==> config.mk <==
export PLATFORM = sky130hd
export DESIGN_NAME = cpu_trap_unit
export DESIGN_NICKNAME = d
export VERILOG_FILES = /design/src/trap_pkg.sv /design/src/cpu_trap_unit.sv
export SDC_FILE = /design/constraint.sdc
export NUM_CORES = 1
export LEC_CHECK = 0
export ABC_AREA = 1
export BUFFER_PORTS_ARGS = -buffer_cell sky130_fd_sc_hd__buf_4
export CAP_MARGIN = 40
export CORE_MARGIN = 5
export CORE_UTILIZATION = 45
export CTS_CLUSTER_DIAMETER = 50
export DETAILED_ROUTE_END_ITERATION = 7
export GPL_TIMING_DRIVEN = 0
export PLACE_DENSITY = 0.78
export SYNTH_ARGS = -nofsm -noshare
export SYNTH_HDL_FRONTEND = slang
export SYNTH_SLANG_ARGS = --single-unit
export TNS_END_PERCENT = 1
==> constraint.sdc <==
create_clock -name clk -period 3.8 [get_ports clk]
set_input_delay 0.38 -clock clk [delete_from_list [all_inputs] [get_ports clk]]
set_output_delay 0.38 -clock clk [all_outputs]
set_load 0.05 [all_outputs]
==> src/trap_pkg.sv <==
// constants shared by the trap unit
package trap_pkg;
  // *****************************************************
  // register map
  // *****************************************************
  localparam logic [15:0] TFR_ADDR  = 16'hFFAC;
  localparam logic [15:0] STAT_ADDR = 16'hFFB0;
  localparam logic [15:0] TFR_RST   = 16'h0000;
  localparam logic [15:0] TFR_MASK  = 16'hE08F;
  // *****************************************************
  // flag positions
  // *****************************************************
  localparam int NMI_BIT = 15;
  localparam int OVF_BIT = 14;
  localparam int UNF_BIT = 13;
  localparam int UND_BIT = 7;
  localparam int PRT_BIT = 3;
  localparam int OPA_BIT = 2;
  localparam int INA_BIT = 1;
  localparam int BUS_BIT = 0;
  // *****************************************************
  // vectors, priority, bus type
  // *****************************************************
  localparam logic [8:0] VEC_NMI   = 9'h008;
  localparam logic [8:0] VEC_OVF   = 9'h010;
  localparam logic [8:0] VEC_UNF   = 9'h018;
  localparam logic [8:0] VEC_CLSB  = 9'h028;
  localparam logic [3:0] PRIO_MAX  = 4'hF;
  localparam logic [1:0] BUS_NONE  = 2'h0;
  localparam logic [7:0] KIND_RST  = 8'h00;
  // handler level, one-hot
  typedef enum logic [3:0] {
    LVL_IDLE = 4'b0001,
    LVL_B    = 4'b0010,
    LVL_A    = 4'b0100,
    LVL_AB   = 4'b1000
  } lvl_t;
endpackage

==> src/cpu_trap_unit.sv <==
// trap flag register, trap arbitration and trap entry control
`timescale 1ns/1ns
`default_nettype none
// Operation
// RULE_01: software trap number picks vector 0h..1FCh
// RULE_02: software trap stacks state, code segment zero
// RULE_03: software trap keeps priority and request flags
// RULE_04: eight unmaskable hardware traps, complete or cancel
// RULE_05: hardware trap stacks state, priority 15
// RULE_06: class A traps, one priority, own vectors
// RULE_07: class B traps share priority and vector
// RULE_08: flag set on trap, software clears
// RULE_09: flag written to one triggers trap
// RULE_10: class A preempts B, never A
// RULE_11: class A order nmi, overflow, underflow
// RULE_12: class B during A waits, ip lost
// RULE_13: nmi with undefined opcode stacks faulting ip
// RULE_14: flag bit positions 15,14,13,7,3..0
// RULE_15: nmi falling edge, next instruction stacked
// RULE_16: stack below low limit sets overflow
// RULE_17: stack above high limit sets underflow
// RULE_18: undefined opcode stacks its own address
// RULE_19: malformed protected instruction is protection fault
// RULE_20: odd word operand, next instruction stacked
// RULE_21: odd branch stacks the odd target
// RULE_22: external access without bus traps
// RULE_23: reserved flag bits read zero
// RULE_24: software write beats hardware set
// RULE_25: return pops ip, status, code segment
module cpu_trap_unit (
  input  wire logic        clk,             // system clock
  input  wire logic        rstn,            // sync reset, low
  input  wire logic        psel,            // apb select
  input  wire logic        penable,         // apb access phase
  input  wire logic        pwrite,          // apb write
  input  wire logic [15:0] paddr,           // apb byte address
  input  wire logic [31:0] pwdata,          // apb write data
  output logic      [31:0] prdata,          // apb read data
  output logic             pready,          // apb ready
  output logic             pslverr,         // unmapped address
  input  wire logic        nmi_n_pin,       // async nmi pin
  input  wire logic        boundary,        // core may enter trap
  input  wire logic        seg_en,          // segmentation on
  input  wire logic [1:0]  bus_type_field,  // system config bus type
  input  wire logic [15:0] ip_cur,          // current instruction
  input  wire logic [15:0] ip_next,         // following instruction
  input  wire logic [15:0] ip_next2,        // one further
  input  wire logic        sw_trap,         // trap instruction
  input  wire logic [6:0]  trap_num,        // trap number operand
  input  wire logic        ret_handler,     // return_from_handler
  input  wire logic        sp_dec,          // sp decremented
  input  wire logic        sp_inc,          // sp incremented
  input  wire logic        sp_arith,        // by sub or add
  input  wire logic [15:0] sp_new,          // new sp value
  input  wire logic [15:0] stack_low_limit, // overflow limit
  input  wire logic [15:0] stack_high_limit,// underflow limit
  input  wire logic        undef_op,        // invalid opcode
  input  wire logic        prot_instr,      // protected opcode
  input  wire logic [15:0] prot_word1,      // opcode, complement
  input  wire logic [15:0] prot_word2,      // repeat word
  input  wire logic        word_access,     // word operand access
  input  wire logic [15:0] oper_addr,       // operand address
  input  wire logic        branch,          // branch taken
  input  wire logic [15:0] branch_target,   // branch target
  input  wire logic        ext_access,      // external fetch
  output logic             trap_go,         // trap entry pulse
  output logic             trap_hw,         // hardware trap
  output logic [8:0]       trap_vec,        // vector address
  output logic [15:0]      trap_ip,         // ip to stack
  output logic             trap_push_csp,   // stack code segment
  output logic             trap_raise,      // load priority
  output logic [3:0]       trap_prio,       // priority to load
  output logic             trap_cancel,     // cancel instruction
  output logic             ret_go,          // return pulse
  output logic             ret_pop_csp      // pop code segment
);
  // *****************************************************
  // state
  // *****************************************************
  logic [15:0] tfr_ff;
  logic [15:0] nxt_tfr;
  logic [15:0] ev;
  logic [2:0]  nmi_sync_ff;
  logic [15:0] a_ip_ff;
  logic [15:0] b_ip_ff;
  logic        b_fresh_ff;
  logic [7:0]  kind_ff;
  trap_pkg::lvl_t lvl_ff;
  logic        nmi_fall, ovf_ev, unf_ev, prt_ev;
  logic        a_pend, b_pend, take_a, take_b, take_sw, in_a;
  logic        apb_acc, tfr_hit, stat_hit, tfr_wr;
  assign nmi_fall = nmi_sync_ff[2] & ~nmi_sync_ff[1]; // see RULE_15
  assign ovf_ev   = sp_dec & (sp_new < stack_low_limit); // see RULE_16
  assign unf_ev   = sp_inc & (sp_new > stack_high_limit); // see RULE_17
  // complement byte then a doubled opcode must follow
  assign prt_ev   = prot_instr & ((prot_word1[15:8] != ~prot_word1[7:0])
                    | (prot_word2 != {2{prot_word1[7:0]}})); // see RULE_19
  // *****************************************************
  // hardware events into flag positions
  // *****************************************************
  always_comb begin
    ev                     = 16'h0000;
    ev[trap_pkg::NMI_BIT]  = nmi_fall;
    ev[trap_pkg::OVF_BIT]  = ovf_ev;
    ev[trap_pkg::UNF_BIT]  = unf_ev;
    ev[trap_pkg::UND_BIT]  = undef_op; // see RULE_18
    ev[trap_pkg::PRT_BIT]  = prt_ev;
    ev[trap_pkg::OPA_BIT]  = word_access & oper_addr[0]; // see RULE_20
    ev[trap_pkg::INA_BIT]  = branch & branch_target[0]; // see RULE_21
    ev[trap_pkg::BUS_BIT]  = ext_access
                             & (bus_type_field == trap_pkg::BUS_NONE); // see RULE_22
  end
  // nmi pin: two stages, then a third for edge detect
  always_ff @(posedge clk) begin
    if (!rstn) begin
      nmi_sync_ff <= 3'h7;
    end else begin
      nmi_sync_ff <= {nmi_sync_ff[1], nmi_sync_ff[0], nmi_n_pin};
    end
  end
  // *****************************************************
  // apb slave, one wait state
  // *****************************************************
  assign apb_acc  = psel & penable & pready;
  assign tfr_hit  = (paddr == trap_pkg::TFR_ADDR);
  assign stat_hit = (paddr == trap_pkg::STAT_ADDR);
  assign tfr_wr   = apb_acc & pwrite & tfr_hit;
  // ready and read data registered so every output is a flop
  always_ff @(posedge clk) begin
    if (!rstn) begin
      pready  <= 1'b0;
      pslverr <= 1'b0;
      prdata  <= 32'h0000_0000;
    end else begin
      pready  <= psel & penable & ~pready;
      pslverr <= psel & penable & ~pready & ~tfr_hit & ~stat_hit;
      if (tfr_hit) begin
        prdata <= {16'h0000, tfr_ff & trap_pkg::TFR_MASK}; // see RULE_23
      end else if (stat_hit) begin
        prdata <= {28'h0000000, lvl_ff};
      end else begin
        prdata <= 32'h0000_0000;
      end
    end
  end
  // *****************************************************
  // trap flag register
  // *****************************************************
  // the write replaces the whole word, so a set in the same cycle is dropped
  always_comb begin
    if (tfr_wr) begin
      nxt_tfr = pwdata[15:0] & trap_pkg::TFR_MASK; // see RULE_24 RULE_09
    end else begin
      nxt_tfr = tfr_ff | ev; // see RULE_08 RULE_14
    end
  end
  always_ff @(posedge clk) begin
    if (!rstn) begin
      tfr_ff <= trap_pkg::TFR_RST;
    end else begin
      tfr_ff <= nxt_tfr;
    end
  end
  // *****************************************************
  // arbitration
  // *****************************************************
  assign in_a    = (lvl_ff == trap_pkg::LVL_A) | (lvl_ff == trap_pkg::LVL_AB);
  assign a_pend  = |tfr_ff[trap_pkg::NMI_BIT:trap_pkg::UNF_BIT];
  assign b_pend  = tfr_ff[trap_pkg::UND_BIT] | (|tfr_ff[trap_pkg::PRT_BIT:0]);
  // no maskable gate on either class
  assign take_a  = boundary & a_pend & ~in_a; // see RULE_10 RULE_04
  assign take_b  = boundary & b_pend & ~take_a
                   & (lvl_ff == trap_pkg::LVL_IDLE); // see RULE_12 RULE_07
  assign take_sw = sw_trap & ~take_a & ~take_b;
  // stacked ip of the winning class A event
  always_ff @(posedge clk) begin
    if (!rstn) begin
      a_ip_ff <= 16'h0000;
    end else if (nmi_fall) begin
      a_ip_ff <= ip_next; // see RULE_15
    end else if (ovf_ev | unf_ev) begin
      a_ip_ff <= sp_arith ? ip_next2 : ip_next; // see RULE_16 RULE_17
    end
  end
  // class B ip kept only outside class A; inside it the ip is lost
  always_ff @(posedge clk) begin
    if (!rstn) begin
      b_ip_ff    <= 16'h0000;
      b_fresh_ff <= 1'b0;
    end else if (!in_a && (undef_op || prt_ev)) begin
      b_ip_ff    <= ip_cur; // see RULE_18 RULE_19
      b_fresh_ff <= 1'b1;
    end else if (!in_a && branch && branch_target[0]) begin
      b_ip_ff    <= branch_target; // see RULE_21
      b_fresh_ff <= 1'b1;
    end else if (!in_a && |ev[trap_pkg::OPA_BIT:0]) begin
      b_ip_ff    <= ip_next; // see RULE_20 RULE_22
      b_fresh_ff <= 1'b1;
    end else if (take_b || tfr_wr) begin
      b_fresh_ff <= 1'b0;
    end else if (in_a && |ev[trap_pkg::UND_BIT:0]) begin
      b_ip_ff    <= ip_next; // see RULE_12
      b_fresh_ff <= 1'b0;
    end
  end
  // *****************************************************
  // trap entry outputs
  // *****************************************************
  always_ff @(posedge clk) begin
    if (!rstn) begin
      trap_go       <= 1'b0;
      trap_hw       <= 1'b0;
      trap_vec      <= 9'h000;
      trap_ip       <= 16'h0000;
      trap_push_csp <= 1'b0;
      trap_raise    <= 1'b0;
      trap_prio     <= 4'h0;
      trap_cancel   <= 1'b0;
    end else begin
      trap_go       <= take_a | take_b | take_sw;
      trap_hw       <= take_a | take_b;
      trap_push_csp <= seg_en & (take_a | take_b | take_sw); // see RULE_02 RULE_05
      trap_raise    <= take_a | take_b; // see RULE_05 RULE_03
      trap_prio     <= (take_a | take_b) ? trap_pkg::PRIO_MAX : 4'h0;
      trap_cancel   <= take_b & (tfr_ff[trap_pkg::UND_BIT] | tfr_ff[trap_pkg::PRT_BIT]);
      if (take_a) begin
        // coincident class B fault keeps its own ip on the stack
        trap_ip <= b_fresh_ff ? b_ip_ff : a_ip_ff; // see RULE_13
        if (tfr_ff[trap_pkg::NMI_BIT]) begin
          trap_vec <= trap_pkg::VEC_NMI; // see RULE_11 RULE_06
        end else if (tfr_ff[trap_pkg::OVF_BIT]) begin
          trap_vec <= trap_pkg::VEC_OVF;
        end else begin
          trap_vec <= trap_pkg::VEC_UNF;
        end
      end else if (take_b) begin
        trap_ip  <= b_ip_ff;
        trap_vec <= trap_pkg::VEC_CLSB; // see RULE_07
      end else if (take_sw) begin
        trap_ip  <= ip_next;
        trap_vec <= {trap_num, 2'b00}; // see RULE_01
      end
    end
  end
  // *****************************************************
  // handler nesting: kind stack and level
  // *****************************************************
  // one bit per open handler, 1 for hardware; eight deep is plenty
  always_ff @(posedge clk) begin
    if (!rstn) begin
      kind_ff <= trap_pkg::KIND_RST;
    end else if (take_a || take_b || take_sw) begin
      kind_ff <= {kind_ff[6:0], take_a | take_b};
    end else if (ret_handler) begin
      kind_ff <= {1'b0, kind_ff[7:1]};
    end
  end
  // return undoes the entry: ip, status, then code segment
  always_ff @(posedge clk) begin
    if (!rstn) begin
      ret_go      <= 1'b0;
      ret_pop_csp <= 1'b0;
    end else begin
      ret_go      <= ret_handler & ~take_a & ~take_b & ~take_sw;
      ret_pop_csp <= ret_handler & seg_en & ~take_a & ~take_b & ~take_sw; // see RULE_25
    end
  end
  always_ff @(posedge clk) begin
    if (!rstn) begin
      lvl_ff <= trap_pkg::LVL_IDLE;
    end else begin
      case (lvl_ff)
        trap_pkg::LVL_IDLE: begin
          if (take_a) begin
            lvl_ff <= trap_pkg::LVL_A;
          end else if (take_b) begin
            lvl_ff <= trap_pkg::LVL_B;
          end
        end
        trap_pkg::LVL_B: begin
          if (take_a) begin
            lvl_ff <= trap_pkg::LVL_AB; // see RULE_10
          end else if (ret_handler && !take_sw && kind_ff[0]) begin
            lvl_ff <= trap_pkg::LVL_IDLE;
          end
        end
        trap_pkg::LVL_A: begin
          if (ret_handler && !take_sw && kind_ff[0]) begin
            lvl_ff <= trap_pkg::LVL_IDLE;
          end
        end
        trap_pkg::LVL_AB: begin
          if (ret_handler && !take_sw && kind_ff[0]) begin
            lvl_ff <= trap_pkg::LVL_B;
          end
        end
        default: begin
          lvl_ff <= trap_pkg::LVL_IDLE;
        end
      endcase
    end
  end
endmodule
`default_nettype wire

### After elaboration in Yosys (flattened, before gate mapping)

Cells that the tools add are included.

* register bits: 133
* input bits: 235
* output and inout port bits: 70
* word-level logic and storage cells: 143

* $lt $le $gt $ge: 2
* equal/unequal tests: 11
* multiplexer cells: 34
* bitwise logic cells: 48
* reduce and logical (&&, ||, !) cells: 27

Operators with widths (count)
* 2-to-1 mux 16 bit: 14
* equality test 16 bit, second input constant: 2
* 2-to-1 mux 4 bit: 8
* bitwise AND 1 bit: 30
* 2-to-1 mux 9 bit: 3
* > comparator 16 bit: 1
* less-than comparator 16 bit: 1
* 2-to-1 mux 8 bit: 2
* != test 16 bit: 1
* OR 16 bit: 1
* one-hot mux 4 bit (4 select lines): 1
* NOT 1 bit: 9
* != test 8 bit: 1
* NOT 8 bit: 1
* logical AND 1 bit: 7
* OR 1 bit: 7
* OR reduction 3 bit: 2
* 2-to-1 mux 1 bit: 5
* 2-to-1 mux 5 bit: 1
* nonzero test 5 bit: 1
* OR reduction 5 bit: 1
* equality test 4 x 1 -> 1 bit, second input constant: 1
* equality test 4 x 2 -> 1 bit, second input constant: 1
* equality test 4 x 3 -> 1 bit, second input constant: 1
* other kinds (13): 20

### Depth between registers and ports, before layout

Gate-level depths: netlist of the first run.

* depth in word-level cells: 15
* depth in mapped cells: 16
* depth with buffers taken out: 15

### Least setup slack after synthesis of the first run

OpenSTA, ideal clock, no wires.

* path type: input to register
* start: input stack_high_limit[15]
* end: register a_ip_ff[6]
* setup time: 64 ps
* arrival: 1755 ps
* setup slack: 1981 ps
* stages: 13
* buffers on the path: 1
* cells stage by stage: inv_1 > ha_1 > nand2_1 > nor2_1 > nand4_1 > inv_1 > a31oi_1 > nand2_1 > nand2_1 > nor2_2 > buf_2 > nor2_1 > nor2_1

* cells in the longest elaborated chain, start to end: 4

Ends and longest elaborated chain
* start: declaration: RTL line cpu_trap_unit.sv:56 `input wire logic [15:0] stack_high_limit,`
* > comparator 16 bit: RTL line cpu_trap_unit.sv:94 `assign unf_ev = sp_inc & (sp_new > stack_high_limit);`
* bitwise AND 1 bit: RTL line cpu_trap_unit.sv:94
* OR 1 bit: RTL line cpu_trap_unit.sv:181 `end else if (ovf_ev | unf_ev) begin`
* nonzero test 2 bit (no line)
* end signal: assignment: RTL line cpu_trap_unit.sv:180 `a_ip_ff <= ip_next;`
* end signal: assignment: RTL line cpu_trap_unit.sv:182 `a_ip_ff <= sp_arith ? ip_next2 : ip_next;`
* end: declaration: RTL line cpu_trap_unit.sv:84 `logic [15:0] a_ip_ff;`

Every way passes these cells.
A chain may end at the register's enable or synchronous reset.

### Worst setup path in the final report of the first run

* start: input sp_new[15]
* end: register a_ip_ff[7]

* cells in the longest elaborated chain, start to end: 4

Ends and longest elaborated chain
* start: declaration: RTL line cpu_trap_unit.sv:54 `input wire logic [15:0] sp_new,`
* less-than comparator 16 bit / > comparator 16 bit (equally long branches): RTL line cpu_trap_unit.sv:93, cpu_trap_unit.sv:94
* bitwise AND 1 bit (on tied branches): RTL line cpu_trap_unit.sv:93, cpu_trap_unit.sv:94
* OR 1 bit (*): RTL line cpu_trap_unit.sv:181
* nonzero test 2 bit (no line) (*)

Mark *: on every way between the ends. The rest lies on a longest branch, timed or not.

==> results of run 1 <==
-- power breakdown --
group	switching [mW]	internal [mW]	total, mW
Combinational	0.868	0.511	1.38
Clock	0.358	0.522	0.879
Sequential	0.0616	1.12	1.18
Total	1.29	2.15	3.44
-- metrics by stage --
stage	cells	hold slack [ns]	util	setup WS (ns)	area [µm²]
floorplan	1014	0.3917	-	1.981	6482
global placement	1431	0.3947	0.6114	1.445	8487
detailed placement	1431	0.3997	0.6114	1.401	8487
CTS	1445	0.2171	0.6316	1.743	8767
global route	1445	0.2307	0.6316	1.488	8767
finish	1445	0.2224	0.6316	1.755	8767
-- logic make-up after synthesis --
| kind of cell | Yosys count |
|---|---|
| AO/OA/AOI/OAI | 156 |
| XOR/XNOR | 3 |
| adder cells (fa/ha/maj) | 31 |
| buffers and inverters | 232 |
| flip-flops | 95 |
| multiplexers | 15 |
| other | 1 |
| AND/OR/NAND/NOR | 456 |
-- cell usage after synthesis (2+ instances only) --
library cell and n:
nor2_1 79, nand2_2 5, nor2_4 3, nand3_1 72, xnor2_1 3, o21a_1 2, o21ai_2 3, inv_1 163
inv_2 2, nand2_1 271, o22ai_1 2, mux2_2 15, o21ai_0 60, a31oi_1 12, buf_4 36, buf_6 5
or2_2 2, o21ai_1 12, nor2_2 3, ha_1 31, nor3_1 5, buf_2 7, a21oi_1 37, o211ai_1 21
nand4_1 6, o211ai_2 2, nand2_4 3, nand3_2 3, dfxtp_1 95, clkbuf_1 13, buf_1 3
-- path summary, 6_finish.rpt --
| kind | slack [ns] | cells past startpoint | endpoint |
|---|---|---|---|
| hold / removal | 0.22 | 2 | nmi_sync_ff[0]$_SDFF_PN1_ |
| setup / recovery | 1.75 | 13 | a_ip_ff[7]$_SDFFE_PN0P_ |
| setup reg to reg | 1.75 | 10 | trap_ip[2]$_SDFFE_PN0N_ |
| hold reg to reg | 0.41 | 1 | nmi_sync_ff[1]$_SDFF_PN1_ |
-- final cells by class --
class | count | share of cell area
multi-input combinational | 687 | 0.4020
sequential | 95 | 0.2169
timing repair buffer | 237 | 0.2029
inverter | 167 | 0.07179
buffer | 65 | 0.04867
clock buffer | 13 | 0.02854
tap | 180 | 0.02569
clock inverter | 1 | 0.003425
-- per-layer routing --
layer	vias to the layer above	GRT usage
met3	23	0.06101
met2	265	0.4192
li1	3613	-
met1	2994	0.2932
met5	-	0
met4	0	0.07165
-- sequential cells by signal (all words and copies together), names as in the netlist --
register       cells
pslverr            1
ret_pop_csp        1
b_fresh_ff         1
kind_ff            8
lvl_ff             4
tfr_ff             8
nmi_sync_ff        3
trap_prio          1
trap_ip           16
trap_push_csp      1
ret_go             1
pready             1
a_ip_ff           16
trap_cancel        1
trap_vec           7
trap_go            1
b_ip_ff           16
prdata             8
==> results.cfg, run 1 <==
[route]
wl_met3_um = 2030
avgViaCountPerCell = 4.772
post_drt_wl_per_cell_um = 14.16
highest_layer = met4
drc = 0
ant_nets = 0
wl_met1_um = 8134
drtPass1Iterations = 5
drt-initial-drc-count = 561
drt-total-wl_um = 20460
vias = 6895
wl_met2_um = 9914

[global_routing]
grt_max_degree = 14
antenna_found_initial = 0
grt_first_pass_wirelength_um = 32070
grt_overflow = 0
grt_pass1_vias = 6629
grt_use_total = 0.2408

[synth]
synthDistinctLibCells = 44
synth-adder-area-share = 0.06071
yosys_warnings = 0
syn_area_per_cell_um2 = 6.460
synthCells = 989
synthArstFlopShare = 0
synth_top_family_by_area = simple AND/OR/NAND/NOR gates
syn_area_mm2 = 0.006389
synth-simple-area-share = 0.3032
synthMuxAreaShare = 0.02644
synth_xor_area_frac = 0.004113
synth_top_area_share = 0.2977
synth_seq_cells = 95
synth_compound_gate_area_share = 0.1420
synth-main-ff-cell = dfxtp_1
synth_area_leaders = dfxtp_1 (30%), nand2_1 (16%), inv_1 (9.6%)
synth-seq-area-share = 0.2977
yosys.area.top_type = dfxtp_1
synth-edff-count = 0

[floorplan]
pin_count = 305
core_mm2 = 0.01388
die_y_um = 129.2
start_util = 0.4602
die-area_mm2 = 0.01668
row_count = 43
dieWidth_um = 129.2

[clock_network]
postCtsHoldBufs = 0
cts-root-buf = clkbuf_16
cts_made_buffers = 9
clk_pin_slew_ns = 0.06
cts_tree = built
cts_setup_buffers = 0
clk_latency_ns = 0.34
cts_num_sinks = 95
cts_max_level = 3
cts.repair.resized = 0
clockBufferDepth = 2

[setup_path]
cp.required_ns = 4.08
max_stage_delay_ns = 0.30
path_cells = buf_4 > ha_1 > nand2_1 > nor2_1 > nand4_1 > inv_1 > a31oi_1 > nand2_1 > nand2_1 > nor2_2 > buf_2 > nor2_1 > nor2_1
crit_arrival_ns = 2.33
reg2reg_from = tfr_ff[3]$_SDFF_PN0_
worstSetupStartpoint = sp_new[15]
cpLargestDelayFamily = simple AND/OR/NAND/NOR gates
cp_slowest_cell = nor2_2
crit_path_max_fanout = 10
crit_path_start_kind = input pin
cp-end-kind = register
criticalPathCategory = input pin to register
path_buf_inv = 3

[final_layout]
regArea_mm2 = 0.001902
layout-drive-gt1-share = 0.2704
antenna_cells = 0
final_cell_mix = buf_4 (273), nand2_1 (271), inv_1 (163)
area_delta_synth_final_pct = 37.23
fillers = 1315
layout_commonest_cell = buf_4
multi_input_area_mm2 = 0.003525
final_nets = 1528

[timing]
setup_viol = 0
slew_headroom = 0.6245
maxSlewViolCount = 0
finalClockSkew_ns = 0.004607
finalHoldViolCount = 0
fmax_mhz = 489.0
finalCritPeriodShare = 0.5382
rsz0062_at_grt = no
period_needed_ns = 2.045
tns_ns = 0
tightest_slew_ns = 0.5633

[placed_design]
port_buffers = 237
gp_congestion = 0.9046
hpwl_um = 17110

[job]
maxCapViolations = 0

[hold_path]
hold_class = input pin to register
hold_start = nmi_n_pin

[pwr]
p_per_area_mw_per_mm2 = 391.9
p_leak_nw = 4.819
peakVddDrop_mv = 0.2318
power_mw = 3.436

[status]
status = finished, final reports clean
No activity file was read; power rests on OpenSTA's default activity.
==> inputs of run 2 (changes only) <==
clock period = 1.98 ns   (was 3.8 ns; I/O delays follow)
==> run 2 against run 1 <==
- largest power group unchanged
- final cell count up 0.14%
- sequential share of layout area down 0.098 points
- global-route usage unchanged
- highest routed layer unchanged
==> results.cfg, run 2 (synthesized netlist as in run 1, its figures left out) <==
[status]
status = finished, final reports clean

[floorplan]
start_util = 0.4602
core_mm2 = 0.01388
die-area_mm2 = 0.01668
dieWidth_um = 129.2
row_count = 43
pin_count = 305
die_y_um = 129.2

[hold_path]
hold_class = input pin to register
hold_start = nmi_n_pin
min_path_cells = 2
hold_end = nmi_sync_ff[0]$_SDFF_PN1_

[global_routing]
grt_pass1_vias = 6629
grt_overflow = 0
antenna_found_initial = 0
grt_max_degree = 14
grt_use_total = 0.2408
grt_first_pass_wirelength_um = 32070

[timing]
fmax_mhz = 536.5
maxSlewViolCount = 0
finalClockSkew_ns = 0.004222
rsz0062_at_grt = yes
holdWs_ns = 0.03937
finalWorstSetupSlack_ns = 0.1162
finalCritPeriodShare = 0.9413
period_needed_ns = 1.864
tightest_slew_ns = 0.5928
slew_headroom = 0.6048
setup_viol = 0
finalHoldViolCount = 0

[route]
avgViaCountPerCell = 4.798
ant_nets = 0
drt-initial-drc-count = 531
drc = 0
post_drt_wl_per_cell_um = 14.21
drt-total-wl_um = 20560
drtPass1Iterations = 5
vias = 6943

[placed_design]
hpwl_um = 17110
gp_congestion = 0.9046
port_buffers = 237
preCtsSetupSlack_ns = -0.2371
place_area_mm2 = 0.008487
dp_cells = 1431

[final_layout]
final_cell_area_mm2 = 0.008818
antenna_cells = 0
fillers = 1312
final_cell_mix = buf_4 (276), nand2_1 (271), inv_1 (162)
reg_top3 = a_ip_ff: 16 flops, b_ip_ff: 16 flops, trap_ip: 16 flops
final_nets = 1530
area_delta_synth_final_pct = 38.03
utilization = 0.6353
layout-drive-gt1-share = 0.2794
layout_commonest_cell = buf_4
final_cells = 1447

[clock_network]
cts_max_level = 3
cts_made_buffers = 9
cts_num_sinks = 95
clockBufferDepth = 2
cts_tree = built
clk_pin_slew_ns = 0.06
postCtsHoldBufs = 0
cts-root-buf = clkbuf_16
clk_latency_ns = 0.34

[pwr]
p_per_area_mw_per_mm2 = 752.4
peakVddDrop_mv = 0.4535
swShare = 0.3754
internal_power_mw = 4.144
power_frac_seq = 0.341
p_comb_frac = 0.403
p_leak_nw = 4.853
power_switching_mw = 2.491
p_clk_frac = 0.256

[setup_path]
cp-end-kind = register
crit_arrival_ns = 2.10
cp.required_ns = 2.22
crit_path_max_fanout = 10
crit_path_start_kind = register
criticalPathCategory = register to register
reg2reg_from = lvl_ff[1]$_SDFFE_PN0P_
regToRegSetupSlack_ns = 0.12
r2r_cells = 10
regToRegEndpoint = trap_ip[15]$_SDFFE_PN0N_

[job]
maxCapViolations = 0
run 2: cell count changes in the layout (fill, tap and decap cells not counted), moves of 2 or more:
| cell | before | now |
|---|---|---|
| clkbuf_2 | 1 | 5 |
| clkbuf_1 | 16 | 12 |
| dfxtp_1 | 95 | 93 |
| buf_4 | 273 | 276 |
| dfxtp_2 | 0 | 2 |
| buf_2 | 7 | 4 |
| nand3_2 | 3 | 5 |
| nand3_1 | 72 | 70 |
run 2: area by class of cell:
cell class                 count  area (µm²)  area share
multi-input combinational    687        3542      0.4017
clock buffer                  13       250.2     0.02838
sequential                    95        1904      0.2159
buffer                        65       442.9     0.05023
inverter                     167       629.4     0.07137
clock inverter                 1       30.03    0.003405
tap                          180       225.2     0.02554
timing repair buffer         239        1794      0.2035
run 2: per-stage QoR:
step                      TNS (ns)  power (mW)
final                            0       6.635
after global routing      -0.03454       7.018
after CTS                        0       6.607
after detailed placement    -2.169       4.927
after global placement      -1.656       4.888
after floorplan                  0       4.055
run 2: power groups by stage:
stage,Combinational (mW),Clock [mW],Sequential [mW]
2_1_floorplan,1.42,0,2.64
3_3_place_gp,2.60,0,2.29
3_5_place_dp,2.63,0,2.30
4_1_cts,2.64,1.71,2.26
5_1_grt,2.94,1.79,2.29
6_report,2.67,1.70,2.26
run 2: repair_timing:
| item | in CTS | in global routing |
|---|---|---|
| setup buffers | 0 | 2 |
| gates resized for setup | 0 | 21 |
| endpoints found under the setup margin | 0 | 49 |
| hold endpoints to repair | 0 | 0 |
run 2: worst max path at each step:
stage / endpoint / slack, ns / start
floorplan: b_ip_ff[10]$_SDFFE_PN0P_ / 0.29 / pready$_SDFF_PN0_
global placement: a_ip_ff[11]$_SDFFE_PN0P_ / -0.19 / sp_new[13]
detailed placement: a_ip_ff[11]$_SDFFE_PN0P_ / -0.24 / sp_new[15]
CTS: b_ip_ff[2]$_SDFFE_PN0P_ / 0.002 / lvl_ff[3]$_SDFFE_PN0P_
global route: trap_ip[4]$_SDFFE_PN0N_ / -0.02 / lvl_ff[1]$_SDFFE_PN0P_
finish: trap_ip[15]$_SDFFE_PN0N_ / 0.12 / lvl_ff[1]$_SDFFE_PN0P_
run 2: critical path, stage by stage, from the launching register on:
cell and delay, ns:
dfxtp_1 0.35, inv_1 0.08, nand2_1 0.12, a21oi_2 0.07
nor2_2 0.14, buf_6 0.17, inv_1 0.09, buf_4 0.18
buf_4 0.18, o21ai_0 0.31, o21ai_2 0.07
run 2: metal layers:
layer | GRT usage | routed length, µm
met1 | 0.2932 | 8127
met2 | 0.4192 | 9955
met3 | 0.06101 | 2058
met4 | 0.07165 | 415
met5 | 0 | 0
==> inputs of run 3 (changes only) <==
--- a/config.mk
+++ b/config.mk
@@ -8,4 +8,2 @@
 export ABC_AREA = 1
-export BUFFER_PORTS_ARGS = -buffer_cell sky130_fd_sc_hd__buf_4
-export CAP_MARGIN = 40
 export CORE_MARGIN = 5
@@ -14,4 +12,4 @@
 export DETAILED_ROUTE_END_ITERATION = 7
+export DONT_BUFFER_PORTS = 1
 export GPL_TIMING_DRIVEN = 0
-export PLACE_DENSITY = 0.78
 export SYNTH_ARGS = -nofsm -noshare
==> constraint.sdc (replaced) <==
create_clock -name clk -period 1.98 [get_ports clk]
set_input_delay 0.396 -clock clk [delete_from_list [all_inputs] [get_ports clk]]
set_output_delay 0.396 -clock clk [all_outputs]
set_load 0.05 [all_outputs]
==> run 3 against run 2 <==
- flip-flop and latch count unchanged
- design area is 20% lower
- critical path depth up 2
- largest power group is now sequential cells
- highest routed layer unchanged
- largest cell class unchanged
==> results.cfg, run 3 (synthesized netlist as in run 1, its figures left out) <==
[placed_design]
preCtsSetupSlack_ns = -0.3028
gp_congestion = 0.8438
port_buffers = 0
hpwl_um = 15400

[clock_network]
cts_max_level = 3
cts_tree = built
cts_made_buffers = 9
clockBufferDepth = 2
clk_latency_ns = 0.35
postCtsHoldBufs = 0
cts_num_sinks = 95
clk_pin_slew_ns = 0.07
cts-root-buf = clkbuf_16
cts_setup_buffers = 0

[floorplan]
start_util = 0.4602
row_count = 43
core_mm2 = 0.01388
dieWidth_um = 129.2
die_y_um = 129.2
pin_count = 305
die-area_mm2 = 0.01668

[global_routing]
grt_max_degree = 19
grt_pass1_vias = 5559
grt_first_pass_wirelength_um = 28460
antenna_found_initial = 1
grt_use_total = 0.2155
grt_overflow = 0

[pwr]
peakVddDrop_mv = 0.5208
p_per_area_mw_per_mm2 = 883.8
p_leak_nw = 3.693

[setup_path]
crit_path_start_kind = register
cpLargestDelayFamily = simple AND/OR/NAND/NOR gates
cp_slowest_cell = dfxtp_1
crit_path_max_fanout = 10
cp-end-kind = register
path_cells = inv_1 > nand2_1 > nor2_1 > nor2_4 > nand3_2 > buf_2 > nand2_1 > o21ai_0 > nand2_1 > nand3_1 > nand2_1 > inv_1
crit_arrival_ns = 2.20
cp.required_ns = 2.23
path_buf_inv = 3
criticalPathCategory = register to register
timing.critical_path.mode_cell = nand2_1
max_stage_delay_ns = 0.37

[timing]
period_needed_ns = 1.951
maxSlewViolCount = 0
finalClockSkew_ns = 0.007647
tightest_slew_ns = 0.6536
rsz0062_at_grt = yes
finalWorstSetupSlack_ns = 0.02898
setup_viol = 0
finalHoldViolCount = 0
slew_headroom = 0.5643
holdWs_ns = 0.1568
finalCritPeriodShare = 0.9854
fmax_mhz = 512.6

[route]
vias = 5967
drt-total-wl_um = 18720
post_drt_wl_per_cell_um = 15.45
drtPass1Iterations = 6
drc = 0
ant_nets = 0
drt-initial-drc-count = 382
avgViaCountPerCell = 4.927

[status]
status = finished, final reports clean

[final_layout]
area_delta_synth_final_pct = 10.24
layout-drive-gt1-share = 0.1126
fillers = 1512
layout_commonest_cell = nand2_1
reg_top3 = a_ip_ff: 16 flops, b_ip_ff: 16 flops, trap_ip: 16 flops
final_nets = 1291
final_cell_mix = nand2_1 (271), inv_1 (163), dfxtp_1 (93)

[hold_path]
hold_class = input pin to register

[job]
maxCapViolations = 0
[run 3: changes by cell type in the layout (fill, tap and decap cells not counted), sizes merged]
cell / previous run / this run
buf: 289 / 48
clkbuf: 28 / 26
clkinv: 1 / 3
diode: 0 / 1
inv: 166 / 170
[run 3: path summary, 6_finish.rpt]
kind                                   from                        end  slack, ns  cells after the start
setup / recovery     lvl_ff[0]$_SDFFE_PN1P_    b_ip_ff[4]$_SDFFE_PN0P_       0.03                     12
hold / removal                    nmi_n_pin  nmi_sync_ff[0]$_SDFF_PN1_       0.16                      1
setup reg to reg     lvl_ff[0]$_SDFFE_PN1P_    b_ip_ff[4]$_SDFFE_PN0P_       0.03                     12
hold reg to reg   nmi_sync_ff[1]$_SDFF_PN1_  nmi_sync_ff[2]$_SDFF_PN1_       0.41                      2
[run 3: cell type report]
cell class              count  area [µm²]  share of cell area
flip-flops and latches     95        1904              0.2704
multi-input cells         687        3530              0.5012
plain buffers              65       441.7             0.06271
clock buffers               9       225.2             0.03198
inverters                 167       629.4             0.08936
diodes                      1       2.502           0.0003553
well taps                 180       225.2             0.03198
clock inverters             7       85.08             0.01208
[run 3: metrics by stage]
stage               utilization  power, mW  std cells  setup TNS (ns)  area (µm²)
floorplan                     -      4.055       1014               0        6482
global placement         0.4832      4.430       1194          -3.346        6708
detailed placement       0.4832      4.439       1194          -3.306        6708
CTS                      0.5062      6.243       1210               0        7027
global route             0.5074      6.574       1211          -2.681        7043
finish                   0.5074      6.225       1211               0        7043
[run 3: worst register-to-register path: stages, from the launching register on]
cell and delay, ns:
dfxtp_1 0.37, inv_1 0.07, nand2_1 0.11, nor2_1 0.11, nor2_4 0.32, nand3_2 0.22
buf_2 0.26, nand2_1 0.07, o21ai_0 0.07, nand2_1 0.07, nand3_1 0.08, nand2_1 0.07
inv_1 0.03
[run 3: timing repair]
item,CTS,global route
gates resized for setup,4,8
pin swaps,0,2
setup endpoints to repair,23,48
[run 3: routing by layer]
| metal | GRT usage | part of all wire |
|---|---|---|
| met4 | 0.04509 | 0.0076 |
| met5 | 0 | 0 |
| met1 | 0.2960 | 0.46 |
| met3 | 0.05730 | 0.091 |
| met2 | 0.3421 | 0.44 |
[run 3: power by group]
part / leakage (nW) / switching, mW / total [mW] / internal, mW
Clock: 0.153 / 0.801 / 1.81 / 1.01
Combinational: 2.76 / 1.16 / 1.76 / 0.605
Sequential: 0.785 / 0.512 / 2.65 / 2.14
Total: 3.69 / 2.47 / 6.22 / 3.75
